[config.mk]
export PLATFORM = sky130hd
export DESIGN_NAME = isp_pin_ctrl
export DESIGN_NICKNAME = d
export VERILOG_FILES = /design/src/hdl/isp_pin_pkg.sv /design/src/hdl/pin_sync.sv /design/src/hdl/isp_shift.sv /design/src/hdl/isp_pin_ctrl.sv
export VERILOG_INCLUDE_DIRS = /design/src /design/src/hdl
export SDC_FILE = /design/constraint.sdc
export NUM_CORES = 1
export LEC_CHECK = 0
export ABC_AREA = 1
export BUFFER_PORTS_ARGS = -buffer_cell sky130_fd_sc_hd__buf_2
export CAP_MARGIN = 30
export CORE_UTILIZATION = 53
export CTS_CLUSTER_SIZE = 24
export DETAILED_ROUTE_END_ITERATION = 7
export PLACE_DENSITY = 0.79
export SLEW_MARGIN = 20
export SYNTH_ARGS = -nofsm -noshare
export SYNTH_HDL_FRONTEND = slang
export SYNTH_SLANG_ARGS = --single-unit
[constraint.sdc]
create_clock -name i_mclk -period 5.8 [get_ports i_mclk]
set_clock_uncertainty 0.05 [all_clocks]
set_input_delay 1.74 -clock i_mclk [delete_from_list [all_inputs] [get_ports i_mclk]]
set_output_delay 1.74 -clock i_mclk [all_outputs]
set_load 0.02 [all_outputs]
[src/hdl/isp_pin_params.svh]
`ifndef ISP_PIN_PARAMS_SVH
`define ISP_PIN_PARAMS_SVH

// processor-side register map
`define IO_PIN_ENABLE_OFS   8'hC7
`define PIN_EN_RT_BIT       0
`define PIN_EN_ON_BIT       1
`define PIN_EN_ISC_BIT      2
`define PIN_EN_RESET        8'h00

// port E pin positions
`define PE_MODE_SEL         0
`define PE_TEST_CLK         1
`define PE_DATA_IN          2
`define PE_DATA_OUT         3
`define PE_STATUS           4
`define PE_ERROR            5
`define PE_WIDTH            6

// scan chain geometry and instruction codes
`define IR_LEN              4
`define DR_LEN              32
`define IR_CAPTURE          4'h1
`define OP_ISC_ENABLE       4'h1
`define OP_ISC_DISABLE      4'h2
`define OP_PROGRAM          4'h3
`define OP_SECTOR_ERASE     4'h4
`define OP_FULL_ERASE       4'h5
`define OP_READ             4'h6
`define OP_VERIFY           4'h7
`define OP_CLEAR_ERROR      4'h8
`define OP_SET_SECURITY     4'h9
`define OP_SET_PROTECT      4'hA
`define OP_BYPASS           4'hF

// data register fields
`define DR_DATA_LSB         0
`define DR_DATA_W           8
`define DR_SECT_LSB         8
`define DR_SECT_W           5
`define DR_ADDR_LSB         16
`define DR_ADDR_W           16
`define DR_EXT_EN_BIT       0
`define DR_OPEN_DRAIN_BIT   1

`define SECTOR_COUNT        32

`endif

[src/hdl/isp_pin_pkg.sv]
`include "isp_pin_params.svh"

package isp_pin_pkg;

  typedef enum logic [3:0] {
    TAP_RESET, TAP_IDLE, TAP_SEL_DR, TAP_CAP_DR, TAP_SHIFT_DR, TAP_EXIT1_DR,
    TAP_PAUSE_DR, TAP_EXIT2_DR, TAP_UPD_DR, TAP_SEL_IR, TAP_CAP_IR,
    TAP_SHIFT_IR, TAP_EXIT1_IR, TAP_PAUSE_IR, TAP_EXIT2_IR, TAP_UPD_IR
  } tap_state_e;

  typedef enum logic [1:0] {
    FOP_PROGRAM, FOP_SECTOR_ERASE, FOP_FULL_ERASE, FOP_READ
  } flash_op_e;

  typedef struct packed {
    logic                    valid;
    flash_op_e               op;
    logic [`DR_SECT_W-1:0]   sector;
    logic [`DR_ADDR_W-1:0]   addr;
    logic [`DR_DATA_W-1:0]   data;
  } flash_req_s;

  typedef struct packed {
    logic       sel;
    logic       wr;
    logic       rd;
    logic [7:0] addr;
    logic [7:0] wdata;
  } io_req_s;

endpackage

[src/hdl/pin_sync.sv]
`timescale 1ns/10ps

module pin_sync #(
  parameter int WIDTH = 1
) (
  input  wire logic             i_mclk,
  input  wire logic [WIDTH-1:0] i_async,
  output logic      [WIDTH-1:0] o_sync
);

  logic [WIDTH-1:0] meta_reg;

  // no reset: a dedicated test port must not see its samples flushed by device reset
  always_ff @(posedge i_mclk)
  begin
    meta_reg <= i_async;
    o_sync   <= meta_reg;
  end

endmodule

[src/hdl/isp_shift.sv]
`timescale 1ns/10ps

module isp_shift #(
  parameter int WIDTH = 8
) (
  input  wire logic             i_mclk,
  input  wire logic             i_clear,
  input  wire logic             i_capture,
  input  wire logic             i_shift,
  input  wire logic             i_sin,
  input  wire logic [WIDTH-1:0] i_cap_data,
  output logic      [WIDTH-1:0] o_q
);

  // lsb leaves first, new bits enter at the msb
  always_ff @(posedge i_mclk)
  begin
    if (i_clear)
      o_q <= '0;
    else if (i_capture)
      o_q <= i_cap_data;
    else if (i_shift)
      o_q <= {i_sin, o_q[WIDTH-1:1]};
  end

endmodule

[src/hdl/isp_pin_ctrl.sv]
`timescale 1ns/10ps

module isp_pin_ctrl
  import isp_pin_pkg::*;
#(
  parameter int SECTORS = `SECTOR_COUNT
) (
  input  wire logic                   i_mclk,
  input  wire logic                   i_sys_rst,
  input  io_req_s                     i_io,
  output logic      [7:0]             o_io_rdata,
  input  wire logic                   i_nvm_pin_dedicate,
  input  wire logic                   i_pin_enable_product_term,
  input  wire logic                   i_nvm_security,
  input  wire logic [SECTORS-1:0]     i_nvm_protect,
  input  wire logic [`PE_WIDTH-1:0]   i_pe,
  output logic      [`PE_WIDTH-1:0]   o_pe,
  output logic      [`PE_WIDTH-1:0]   o_pe_oe_n,
  input  wire logic [`PE_WIDTH-1:0]   i_gpio_out,
  input  wire logic [`PE_WIDTH-1:0]   i_gpio_oe_n,
  output logic      [`PE_WIDTH-1:0]   o_gpio_in,
  output flash_req_s                  o_flash_req,
  input  wire logic                   i_flash_busy,
  input  wire logic                   i_flash_fail,
  input  wire logic [`DR_DATA_W-1:0]  i_flash_rdata,
  output logic                        o_pins_enabled
);

  ////////////////////////////////////////////////////////////////////////////////
  // pin sampling and test clock edges

  logic [`PE_WIDTH-1:0] pe_sync;
  logic                 tck_prev_reg;
  logic                 tck_rise;
  logic                 tck_fall;

  pin_sync #(
    .WIDTH (`PE_WIDTH)
  ) u_pin_sync (
    .i_mclk  (i_mclk),
    .i_async (i_pe),
    .o_sync  (pe_sync)
  );

  assign o_gpio_in = pe_sync;

  always_ff @(posedge i_mclk)
  begin
    tck_prev_reg <= pe_sync[`PE_TEST_CLK];
  end

  assign tck_rise = pe_sync[`PE_TEST_CLK] & ~tck_prev_reg;
  assign tck_fall = ~pe_sync[`PE_TEST_CLK] & tck_prev_reg;

  ////////////////////////////////////////////////////////////////////////////////
  // run-time enable register and the pin enable

  logic rt_enable_reg;
  logic jtag_on;
  logic io_hit;
  logic isc_en_reg;
  logic tap_block;

  assign io_hit = i_io.sel && (i_io.addr == `IO_PIN_ENABLE_OFS);

  always_ff @(posedge i_mclk)
  begin
    if (i_sys_rst)
      rt_enable_reg <= 1'b0;
    else if (io_hit && i_io.wr)
      rt_enable_reg <= i_io.wdata[`PIN_EN_RT_BIT];
  end

  always_ff @(posedge i_mclk)
  begin
    if (i_sys_rst)
      o_io_rdata <= `PIN_EN_RESET;
    else if (io_hit && i_io.rd)
    begin
      o_io_rdata                  <= `PIN_EN_RESET;
      o_io_rdata[`PIN_EN_RT_BIT]  <= rt_enable_reg;
      o_io_rdata[`PIN_EN_ON_BIT]  <= jtag_on;
      o_io_rdata[`PIN_EN_ISC_BIT] <= isc_en_reg;
    end
  end

  assign jtag_on = i_nvm_pin_dedicate | rt_enable_reg | i_pin_enable_product_term;
  assign o_pins_enabled = jtag_on;

  // reset aborts the port unless the pins are dedicated, so a board reset during
  // production programming does not corrupt a dedicated session
  assign tap_block = ~jtag_on | (i_sys_rst & ~i_nvm_pin_dedicate);

  ////////////////////////////////////////////////////////////////////////////////
  // test access controller

  tap_state_e tap_state_reg;

  function automatic tap_state_e tap_next(input tap_state_e s, input logic tms);
    tap_state_e n;
    n = s;
    unique case (s)
      TAP_RESET:    n = tms ? TAP_RESET   : TAP_IDLE;
      TAP_IDLE:     n = tms ? TAP_SEL_DR  : TAP_IDLE;
      TAP_SEL_DR:   n = tms ? TAP_SEL_IR  : TAP_CAP_DR;
      TAP_CAP_DR:   n = tms ? TAP_EXIT1_DR : TAP_SHIFT_DR;
      TAP_SHIFT_DR: n = tms ? TAP_EXIT1_DR : TAP_SHIFT_DR;
      TAP_EXIT1_DR: n = tms ? TAP_UPD_DR  : TAP_PAUSE_DR;
      TAP_PAUSE_DR: n = tms ? TAP_EXIT2_DR : TAP_PAUSE_DR;
      TAP_EXIT2_DR: n = tms ? TAP_UPD_DR  : TAP_SHIFT_DR;
      TAP_UPD_DR:   n = tms ? TAP_SEL_DR  : TAP_IDLE;
      TAP_SEL_IR:   n = tms ? TAP_RESET   : TAP_CAP_IR;
      TAP_CAP_IR:   n = tms ? TAP_EXIT1_IR : TAP_SHIFT_IR;
      TAP_SHIFT_IR: n = tms ? TAP_EXIT1_IR : TAP_SHIFT_IR;
      TAP_EXIT1_IR: n = tms ? TAP_UPD_IR  : TAP_PAUSE_IR;
      TAP_PAUSE_IR: n = tms ? TAP_EXIT2_IR : TAP_PAUSE_IR;
      TAP_EXIT2_IR: n = tms ? TAP_UPD_IR  : TAP_SHIFT_IR;
      TAP_UPD_IR:   n = tms ? TAP_SEL_DR  : TAP_IDLE;
    endcase
    return n;
  endfunction

  always_ff @(posedge i_mclk)
  begin
    if (tap_block)
      tap_state_reg <= TAP_RESET;
    else if (tck_rise)
      tap_state_reg <= tap_next(tap_state_reg, pe_sync[`PE_MODE_SEL]);
  end

  ////////////////////////////////////////////////////////////////////////////////
  // instruction and data chains

  logic [`IR_LEN-1:0] ir_q;
  logic [`IR_LEN-1:0] instr_reg;
  logic [`DR_LEN-1:0] dr_q;
  logic [`DR_LEN-1:0] dr_cap;
  logic               security_reg;
  logic               read_op;

  isp_shift #(
    .WIDTH (`IR_LEN)
  ) u_ir (
    .i_mclk     (i_mclk),
    .i_clear    (tap_block),
    .i_capture  (tck_rise && tap_state_reg == TAP_CAP_IR),
    .i_shift    (tck_rise && tap_state_reg == TAP_SHIFT_IR),
    .i_sin      (pe_sync[`PE_DATA_IN]),
    .i_cap_data (`IR_CAPTURE),
    .o_q        (ir_q)
  );

  assign read_op = (instr_reg == `OP_READ) || (instr_reg == `OP_VERIFY);

  always_comb
  begin
    dr_cap = dr_q;
    if (read_op)
      dr_cap[`DR_DATA_LSB +: `DR_DATA_W] = security_reg ? '0 : i_flash_rdata;
  end

  isp_shift #(
    .WIDTH (`DR_LEN)
  ) u_dr (
    .i_mclk     (i_mclk),
    .i_clear    (tap_block),
    .i_capture  (tck_rise && tap_state_reg == TAP_CAP_DR),
    .i_shift    (tck_rise && tap_state_reg == TAP_SHIFT_DR),
    .i_sin      (pe_sync[`PE_DATA_IN]),
    .i_cap_data (dr_cap),
    .o_q        (dr_q)
  );

  always_ff @(posedge i_mclk)
  begin
    if (tap_block || (tap_state_reg == TAP_RESET))
      instr_reg <= `OP_BYPASS;
    else if (tck_fall && tap_state_reg == TAP_UPD_IR)
      instr_reg <= ir_q;
  end

  ////////////////////////////////////////////////////////////////////////////////
  // command execution at update of the data chain

  logic                 exec;
  logic                 cmd_ok;
  logic                 ext_en_reg;
  logic                 od_reg;
  logic                 disabled_seen_reg;
  logic                 error_reg;
  logic [SECTORS-1:0]   protect_reg;
  logic [`DR_SECT_W-1:0] dr_sector;
  logic                 sector_locked;

  assign exec          = tck_fall && (tap_state_reg == TAP_UPD_DR) && !tap_block;
  assign cmd_ok        = exec && isc_en_reg;
  assign dr_sector     = dr_q[`DR_SECT_LSB +: `DR_SECT_W];
  assign sector_locked = protect_reg[dr_sector];

  always_ff @(posedge i_mclk)
  begin
    if (tap_block)
    begin
      isc_en_reg <= 1'b0;
      ext_en_reg <= 1'b0;
      od_reg     <= 1'b0;
    end
    else if (exec && instr_reg == `OP_ISC_ENABLE)
    begin
      isc_en_reg <= 1'b1;
      ext_en_reg <= dr_q[`DR_EXT_EN_BIT];
      od_reg     <= dr_q[`DR_OPEN_DRAIN_BIT];
    end
    else if (cmd_ok && instr_reg == `OP_ISC_DISABLE)
    begin
      isc_en_reg <= 1'b0;
      ext_en_reg <= 1'b0;
      od_reg     <= 1'b0;
    end
  end

  always_ff @(posedge i_mclk)
  begin
    if (i_sys_rst)
      disabled_seen_reg <= 1'b0;
    else if (cmd_ok && instr_reg == `OP_ISC_DISABLE)
      disabled_seen_reg <= 1'b1;
    else if (cmd_ok)
      disabled_seen_reg <= 1'b0;
  end

  // a failure in the same cycle as a clear keeps the flag set
  always_ff @(posedge i_mclk)
  begin
    if (i_flash_fail)
      error_reg <= 1'b1;
    else if (i_sys_rst && (disabled_seen_reg || !i_nvm_pin_dedicate))
      error_reg <= 1'b0;
    else if (cmd_ok && instr_reg == `OP_CLEAR_ERROR)
      error_reg <= 1'b0;
  end

  // nvm images are loaded at reset; a blank part has them all zero
  always_ff @(posedge i_mclk)
  begin
    if (i_sys_rst)
    begin
      security_reg <= i_nvm_security;
      protect_reg  <= i_nvm_protect;
    end
    else if (cmd_ok && instr_reg == `OP_FULL_ERASE && !i_flash_busy)
    begin
      security_reg <= 1'b0;
      protect_reg  <= '0;
    end
    else if (cmd_ok && !security_reg && instr_reg == `OP_SET_SECURITY)
      security_reg <= 1'b1;
    else if (cmd_ok && !security_reg && instr_reg == `OP_SET_PROTECT)
      protect_reg[dr_sector] <= 1'b1;
  end

  // unknown codes, including scan-type codes, behave as bypass
  always_ff @(posedge i_mclk)
  begin
    if (i_sys_rst)
      o_flash_req <= '0;
    else
    begin
      o_flash_req.valid  <= 1'b0;
      o_flash_req.sector <= dr_sector;
      o_flash_req.addr   <= dr_q[`DR_ADDR_LSB +: `DR_ADDR_W];
      o_flash_req.data   <= dr_q[`DR_DATA_LSB +: `DR_DATA_W];
      if (cmd_ok && !i_flash_busy)
      begin
        unique case (instr_reg)
          `OP_FULL_ERASE:
          begin
            o_flash_req.valid <= 1'b1;
            o_flash_req.op    <= FOP_FULL_ERASE;
          end
          `OP_PROGRAM:
          begin
            o_flash_req.valid <= !security_reg;
            o_flash_req.op    <= FOP_PROGRAM;
          end
          `OP_SECTOR_ERASE:
          begin
            o_flash_req.valid <= !security_reg && !sector_locked;
            o_flash_req.op    <= FOP_SECTOR_ERASE;
          end
          `OP_READ, `OP_VERIFY:
          begin
            o_flash_req.valid <= !security_reg;
            o_flash_req.op    <= FOP_READ;
          end
          default:
            o_flash_req.valid <= 1'b0;
        endcase
      end
    end
  end

  ////////////////////////////////////////////////////////////////////////////////
  // serial output and pin drive

  logic tdo_reg;
  logic tdo_drive_reg;
  logic ready;

  always_ff @(posedge i_mclk)
  begin
    if (tap_block)
    begin
      tdo_reg       <= 1'b0;
      tdo_drive_reg <= 1'b0;
    end
    else if (tck_fall)
    begin
      tdo_reg       <= (tap_state_reg == TAP_SHIFT_IR) ? ir_q[0] : dr_q[0];
      tdo_drive_reg <= isc_en_reg &&
                       (tap_state_reg == TAP_SHIFT_IR || tap_state_reg == TAP_SHIFT_DR);
    end
  end

  assign ready = ~i_flash_busy;

  always_ff @(posedge i_mclk)
  begin
    if (i_sys_rst && !i_nvm_pin_dedicate)
    begin
      o_pe      <= '0;
      o_pe_oe_n <= '1;
    end
    else
    begin
      o_pe      <= i_gpio_out;
      o_pe_oe_n <= i_gpio_oe_n;
      if (jtag_on)
      begin
        o_pe[`PE_MODE_SEL]      <= 1'b0;
        o_pe_oe_n[`PE_MODE_SEL] <= 1'b1;
        o_pe[`PE_TEST_CLK]      <= 1'b0;
        o_pe_oe_n[`PE_TEST_CLK] <= 1'b1;
        o_pe[`PE_DATA_IN]       <= 1'b0;
        o_pe_oe_n[`PE_DATA_IN]  <= 1'b1;
        o_pe[`PE_DATA_OUT]      <= tdo_reg;
        o_pe_oe_n[`PE_DATA_OUT] <= ~tdo_drive_reg;
        if (ext_en_reg)
        begin
          // open drain only pulls low; a high level is left to the pull-up
          o_pe[`PE_STATUS]      <= od_reg ? 1'b0 : ready;
          o_pe_oe_n[`PE_STATUS] <= od_reg ? ready : 1'b0;
          o_pe[`PE_ERROR]       <= od_reg ? 1'b0 : ~error_reg;
          o_pe_oe_n[`PE_ERROR]  <= od_reg ? ~error_reg : 1'b0;
        end
      end
    end
  end
endmodule

==> flow_summary.toml, run 1 <==
[die]
rows = 38
pin_count = 143
start_util_pct = 54.95
die_w_microns = 108.5
die-area_sq_um = 11770
dieHeight_microns = 108.5
core_sq_um = 10940

[timing]
hold_viol = 0
fmax_ghz = 0.2467
tightestPinTransition_ns = 0.8264
finalSetupTns_ns = 0
slew_violations = 0
min_period_over_period_pct = 69.89
grt_setup_unrepaired = "false"
max_slew_margin_pct = 44.85
setup_viol = 0
fin_crit_ns = 4.053
fin_hold_ws_ns = 0.2757

[routing]
wire_per_inst_microns = 13.04
first_iter_violations = 321
num_vias = 5223
ant_nets = 0
drc = 0
dr.pass1.iters = 5
wl_mm = 13.24
viasPerCell = 5.146

[yosys]
synth_top_family_by_area = "simple AND/OR/NAND/NOR gates"
synth_area_leaders = "dfxtp_1 37%, edfxtp_1 16%, nand2_1 11%"
yosysMostFrequentCell = "nand2_1"
ys_seq_area_share_pct = 53.80
synth-seq-cells = 145
synthMuxAreaShare_pct = 0
synth_ff_type = "dfxtp_1"
synth_compound_area_share_pct = 16.82
netlist_area_sq_um = 6010
ys_async_sr_fraction_pct = 0
synth_common_cells = "170 x nand2_1, 112 x dfxtp_1, 80 x a21oi_1, 76 x o21ai_0, 69 x inv_1"
ys_types = 40
synth_top_area_share_pct = 37.31
synth_xor_area_share_pct = 0
avgSynthCellArea_sq_um = 8.121
syn_inst = 740
synth_area_leader_cell = "dfxtp_1"
yosys_warnings = 0
synth_edf_count = 33
synthAdderAreaFrac_pct = 0
yosys.area_share.simple_pct = 21.22

[placement]
place_inst = 984
portBuffers = 130
dp_hpwl_mm = 8.887
postPlaceCellArea_sq_um = 6678
globalplace.congestion = 0.8352

[layout]
final_nets = 947
area_growth_pct = 20.24
fillers = 948
antenna_cells = 0
drive_above_1_share_pct = 21.94
design_area_sq_um = 7226
fin_cells = 1015

[critical_path]
reg2reg_slack_ns = 3.29
slowest_stage = "buf_2"
critPathKind = "in2out"
critical_path_required_ns = 4.01
max_stage_delay_ns = 0.17
cpMostUsedCell = "buf_2"
rr_startpoint = "rt_enable_reg"
crit_fanout = 5
cp-end-kind = "output port"
reg2regPathDepth = 11
cp.arrival_ns = 2.26
r2r_end = "protect_reg[27]"
cp-start-kind = "input port"
cp_cell_sequence = "buf_2 -> nor2_1 -> nand2_4 -> buf_2"

[global_route]
grt_pass1_vias = 4567
grt_use_met3_pct = 6.269
grt_first_pass_wirelength_mm = 21.04
track_usage_pct = 23.07
grt_start_max_net_pins = 73
grt_busiest_layer = "met2"
antenna_found_initial = 0
grt-ovfl-total = 0
grt_use_met2_pct = 37.57
use_met1_pct = 29.93

[clock_tree]
clock_sinks = 145
path_clk_slew_ns = 0.06
root_buffer = "clkbuf_16"
post_cts_buffers = 0
ctsHtreeMaxLevel = 4
post_cts_resized = 0
insertion_delay_ns = 0.42
clockBufferDepth = 2
cts_buffers = 17
hold_buffers = 0
cts_tree = "built"

[min_path]
min_path_type = "reg2reg"
min_from = "u_pin_sync.meta_reg[1]"
hold_path_end = "u_pin_sync.o_sync[1]"
holdPathStages = 0

[power_and_ir_drop]
irDropWorstVdd_v = 0.0002614
power_density_nw_per_um2 = 306.0
leakage_nw = 3.207

[job]
max_cap_violations = 0

[outcome]
status = "complete, no violations"
where the power goes:
part	switching, W	internal (W)	total, W
sequential	0.0000137	0.00106	0.00108
combinational	0.0000779	0.0000475	0.000125
clock	0.000450	0.000559	0.00101
total	0.000541	0.00167	0.00221
critical path: cells and delay by family:
| kind | cells | cell delay [ns] |
|---|---|---|
| buffers and inverters | 2 | 0.26 |
| and+or+nand+nor | 2 | 0.25 |
per-stage QoR:
step	utilization, %	total power, W	setup WS (ns)
after detailed placement	61.06	0.001223	1.739
after global routing	66.08	0.002290	1.707
after global placement	61.06	0.001220	1.745
after CTS	66.08	0.002230	1.739
final	66.08	0.002211	1.747
after floorplan	-	0.001178	0.5957
cell families (layout without fill, tap and decap cells):
| logic type | Yosys count | in the layout |
|---|---|---|
| other | 1 | 5 |
| DFF | 145 | 145 |
| AOI/OAI and AO/OA | 186 | 186 |
| and+or+nand+nor | 298 | 298 |
| buffers and inverters | 110 | 241 |
layout make-up:
class	instances	area, sq um	share of cell area [%]
repair buffers	132	665.6	9.212
flip-flops and latches	145	3233	44.74
multi-input cells	489	2308	31.95
clock buffers	17	425.4	5.887
well taps	140	175.2	2.424
inverters	78	295.3	4.087
clock inverters	14	122.6	1.697
routing by layer:
| metal | vias to the layer above | wire [microns] |
|---|---|---|
| met1 | 2350 | 5842 |
| li1 | 2677 | - |
| met4 | 0 | 172 |
| met2 | 177 | 6315 |
| met3 | 19 | 905 |
| met5 | - | 0 |
placed cells by master, fill, tap and decap left out, types with 5 or more instances in the layout:
master / instances
inv_2: 7
a22o_1: 5
buf_2: 130
conb_1: 5
nand3_1: 24
nor2_1: 66
a21oi_1: 80
o21ai_0: 75
nand2_1: 170
edfxtp_1: 33
o21bai_1: 5
inv_1: 69
nor2_4: 5
dfxtp_1: 112
inv_6: 5
o211ai_1: 7
nor3_1: 13
clkbuf_16: 17
worst max path at each step:
stage / start / slack [ns] / end / cells past startpoint
finish: i_pin_enable_product_term / 1.75 / o_pins_enabled / 4
global route: i_pin_enable_product_term / 1.71 / o_pins_enabled / 4
CTS: i_pin_enable_product_term / 1.74 / o_pins_enabled / 4
detailed placement: i_pin_enable_product_term / 1.74 / o_pins_enabled / 4
global placement: i_pin_enable_product_term / 1.75 / o_pins_enabled / 4
floorplan: i_sys_rst / 0.60 / protect_reg[0] / 8
Power figures use the tool's default switching activity.
==> run 2, diff against run 1 <==
- ABC_AREA: 1 -> 0
- CORE_UTILIZATION: 53 -> 48
- PLACE_DENSITY: 0.79 -> 0.75
- clock period: 5.8 -> 3.3 ns (I/O delays scaled with it)
==> run 2 against run 1 <==
Final cell count is 8.9% lower. Global-route usage fell by 1.7 points. First-iteration DRC count shrank 14%. Clock-buffer cell count unchanged. Hold slack worse by 0.0041 ns. Register-to-register slack worse by 2.7 ns. Total power rose by 80%. Synthesized cell count fell by 14%. Clock power increased by 80%. Via count decreased by 6.0%. Critical path depth fell by 1.
==> flow_summary.toml, run 2 <==
[outcome]
status = "complete, no violations"

[layout]
fin_util_pct = 60.32
drive_above_1_share_pct = 27.48
final_common_cell = "buf_2"
design_area_sq_um = 7366
antenna_cells = 0
layout_common_cells = "130 x buf_2, 114 x nand2_1, 112 x dfxtp_1"
final_nets = 828
area_growth_pct = 20.54
fin_cells = 925

[placement]
postPlaceCellArea_sq_um = 6808
place_inst = 893
dp_hpwl_mm = 8.945
globalplace.congestion = 0.8048
portBuffers = 130

[clock_tree]
ctsHtreeMaxLevel = 4
post_cts_resized = 0
clock_sinks = 145
path_clk_slew_ns = 0.06
cts_buffers = 17
insertion_delay_ns = 0.43
cts_tree = "built"
post_cts_buffers = 0
hold_buffers = 0
clockBufferDepth = 2
root_buffer = "clkbuf_16"

[die]
dieHeight_microns = 114.8
core_sq_um = 12210
pin_count = 143
rows = 40
start_util_pct = 50.04
die_w_microns = 114.8
die-area_sq_um = 13190

[critical_path]
cp.arrival_ns = 1.87
cp-end-kind = "output port"
reg2reg_slack_ns = 0.59
critPathKind = "in2out"
crit_fanout = 8
cpMostUsedCell = "buf_2"
max_stage_delay_ns = 0.50
path_delay_family = "simple AND/OR/NAND/NOR gates"
cp-start-kind = "input port"
cp_cell_sequence = "buf_2 -> or3_1 -> buf_2"
path_buf_inv = 2
critical_path_required_ns = 2.26
slowest_stage = "or3_1"

[timing]
fin_crit_ns = 2.911
fmax_ghz = 0.3436
tightestPinTransition_ns = 0.8914
slew_violations = 0
max_slew_margin_pct = 40.49
setup_viol = 0
grt_setup_unrepaired = "false"
min_period_over_period_pct = 88.20
finalSetupTns_ns = 0
hold_viol = 0

[routing]
wire_per_inst_microns = 14.33
num_vias = 4909
wl_mm = 13.25
dr.pass1.iters = 5
ant_nets = 0
drc = 0
first_iter_violations = 276
viasPerCell = 5.307

[global_route]
grt_use_met3_pct = 7.169
antenna_found_initial = 0
grt_pass1_vias = 4608
grt_use_met2_pct = 33.94
grt_first_pass_wirelength_mm = 21.62
use_met1_pct = 27.02
grt_start_max_net_pins = 82
grt_busiest_layer = "met2"
grt-ovfl-total = 0
track_usage_pct = 21.41

[yosys]
syn_inst = 640
yosys_warnings = 0
synth_common_cells = "114 x nand2_1, 112 x dfxtp_1, 81 x a21oi_1, 38 x nor2b_1, 33 x edfxtp_1"
ys_seq_area_share_pct = 52.91
synth_area_leaders = "dfxtp_1 37%, edfxtp_1 16%, nand2_1 7.0%"
synth_edf_count = 33
synth_ff_type = "dfxtp_1"
synth-seq-cells = 145
synth_area_leader_cell = "dfxtp_1"
synth_top_area_share_pct = 36.69
yosysMostFrequentCell = "nand2_1"
ys_async_sr_fraction_pct = 0
ys_types = 60
avgSynthCellArea_sq_um = 9.548
netlist_area_sq_um = 6111

[power_and_ir_drop]
irDropWorstVdd_v = 0.0003788
p_total_w = 0.003977
power_density_nw_per_um2 = 539.9
leakage_nw = 2.931

[min_path]
min_path_type = "reg2reg"

[job]
max_cap_violations = 0
==> run 2: cell count changes after synthesis, sizes merged, moves of 10 or more <==
cell,before,now
clkbuf,12,29
o21ai,78,40
mux2i,0,15
inv,77,8
nor2b,0,38
mux2,0,10
nand2,177,114
nand3,26,7
nor3b,0,12
nor2,73,27
==> run 2: worst reg2reg max path: cells and delay by family (launching register included) <==
family	cells	cell delay, ns
AOI/OAI and AO/OA	3	0.91
and+or+nand+nor	2	0.89
DFF	1	0.59
==> run 2: area by class of cell <==
class                      instances  area [sq um]
clock buffer                      17         425.4
clock inverter                    15         132.6
fill                            1072          4846
inverter                           8         30.03
multi-input combinational        438          2641
sequential                       145          3233
tap                              168         210.2
timing repair buffer             134         693.2
==> run 2: final timing paths <==
kind,startpoint,cells after the start,endpoint
worst max-delay path,i_nvm_pin_dedicate,3,o_pins_enabled
worst max register to register,tap_state_reg[3],5,protect_reg[26]
worst min register to register,u_pin_sync.meta_reg[3],0,u_pin_sync.o_sync[3]
worst min-delay path,u_pin_sync.meta_reg[3],0,u_pin_sync.o_sync[3]
==> run 2: logic make-up after synthesis <==
kind of cell | share of synthesized area [%]
flip-flops | 52.91
other | 0.06137
AO/OA/AOI/OAI | 16.75
multiplexers | 5.037
AND/OR/NAND/NOR | 20.37
buffers and inverters | 4.873
==> run 2: routing by layer <==
layer	vias to the layer above	share of wire, %
li1	2451	-
met2	163	48
met5	-	0
met4	0	1.6
met1	2273	44
met3	22	6.5
==> run 2: power breakdown <==
part / internal, W / leakage [nW] / switching, W
clock: 0.00104 / 0.277 / 0.000774
sequential: 0.00187 / 1.24 / 0.0000400
combinational: 0.000105 / 1.42 / 0.000140
total: 0.00302 / 2.93 / 0.000955
==> run 2: metrics by stage <==
step	hold slack, ns	setup WS [ns]
3_5_place_dp	0.2635	0.3810
4_1_cts	0.2707	0.3826
2_1_floorplan	0.2596	-0.2007
5_1_grt	0.2768	0.3637
6_report	0.2715	0.3893
3_3_place_gp	0.2605	0.3902
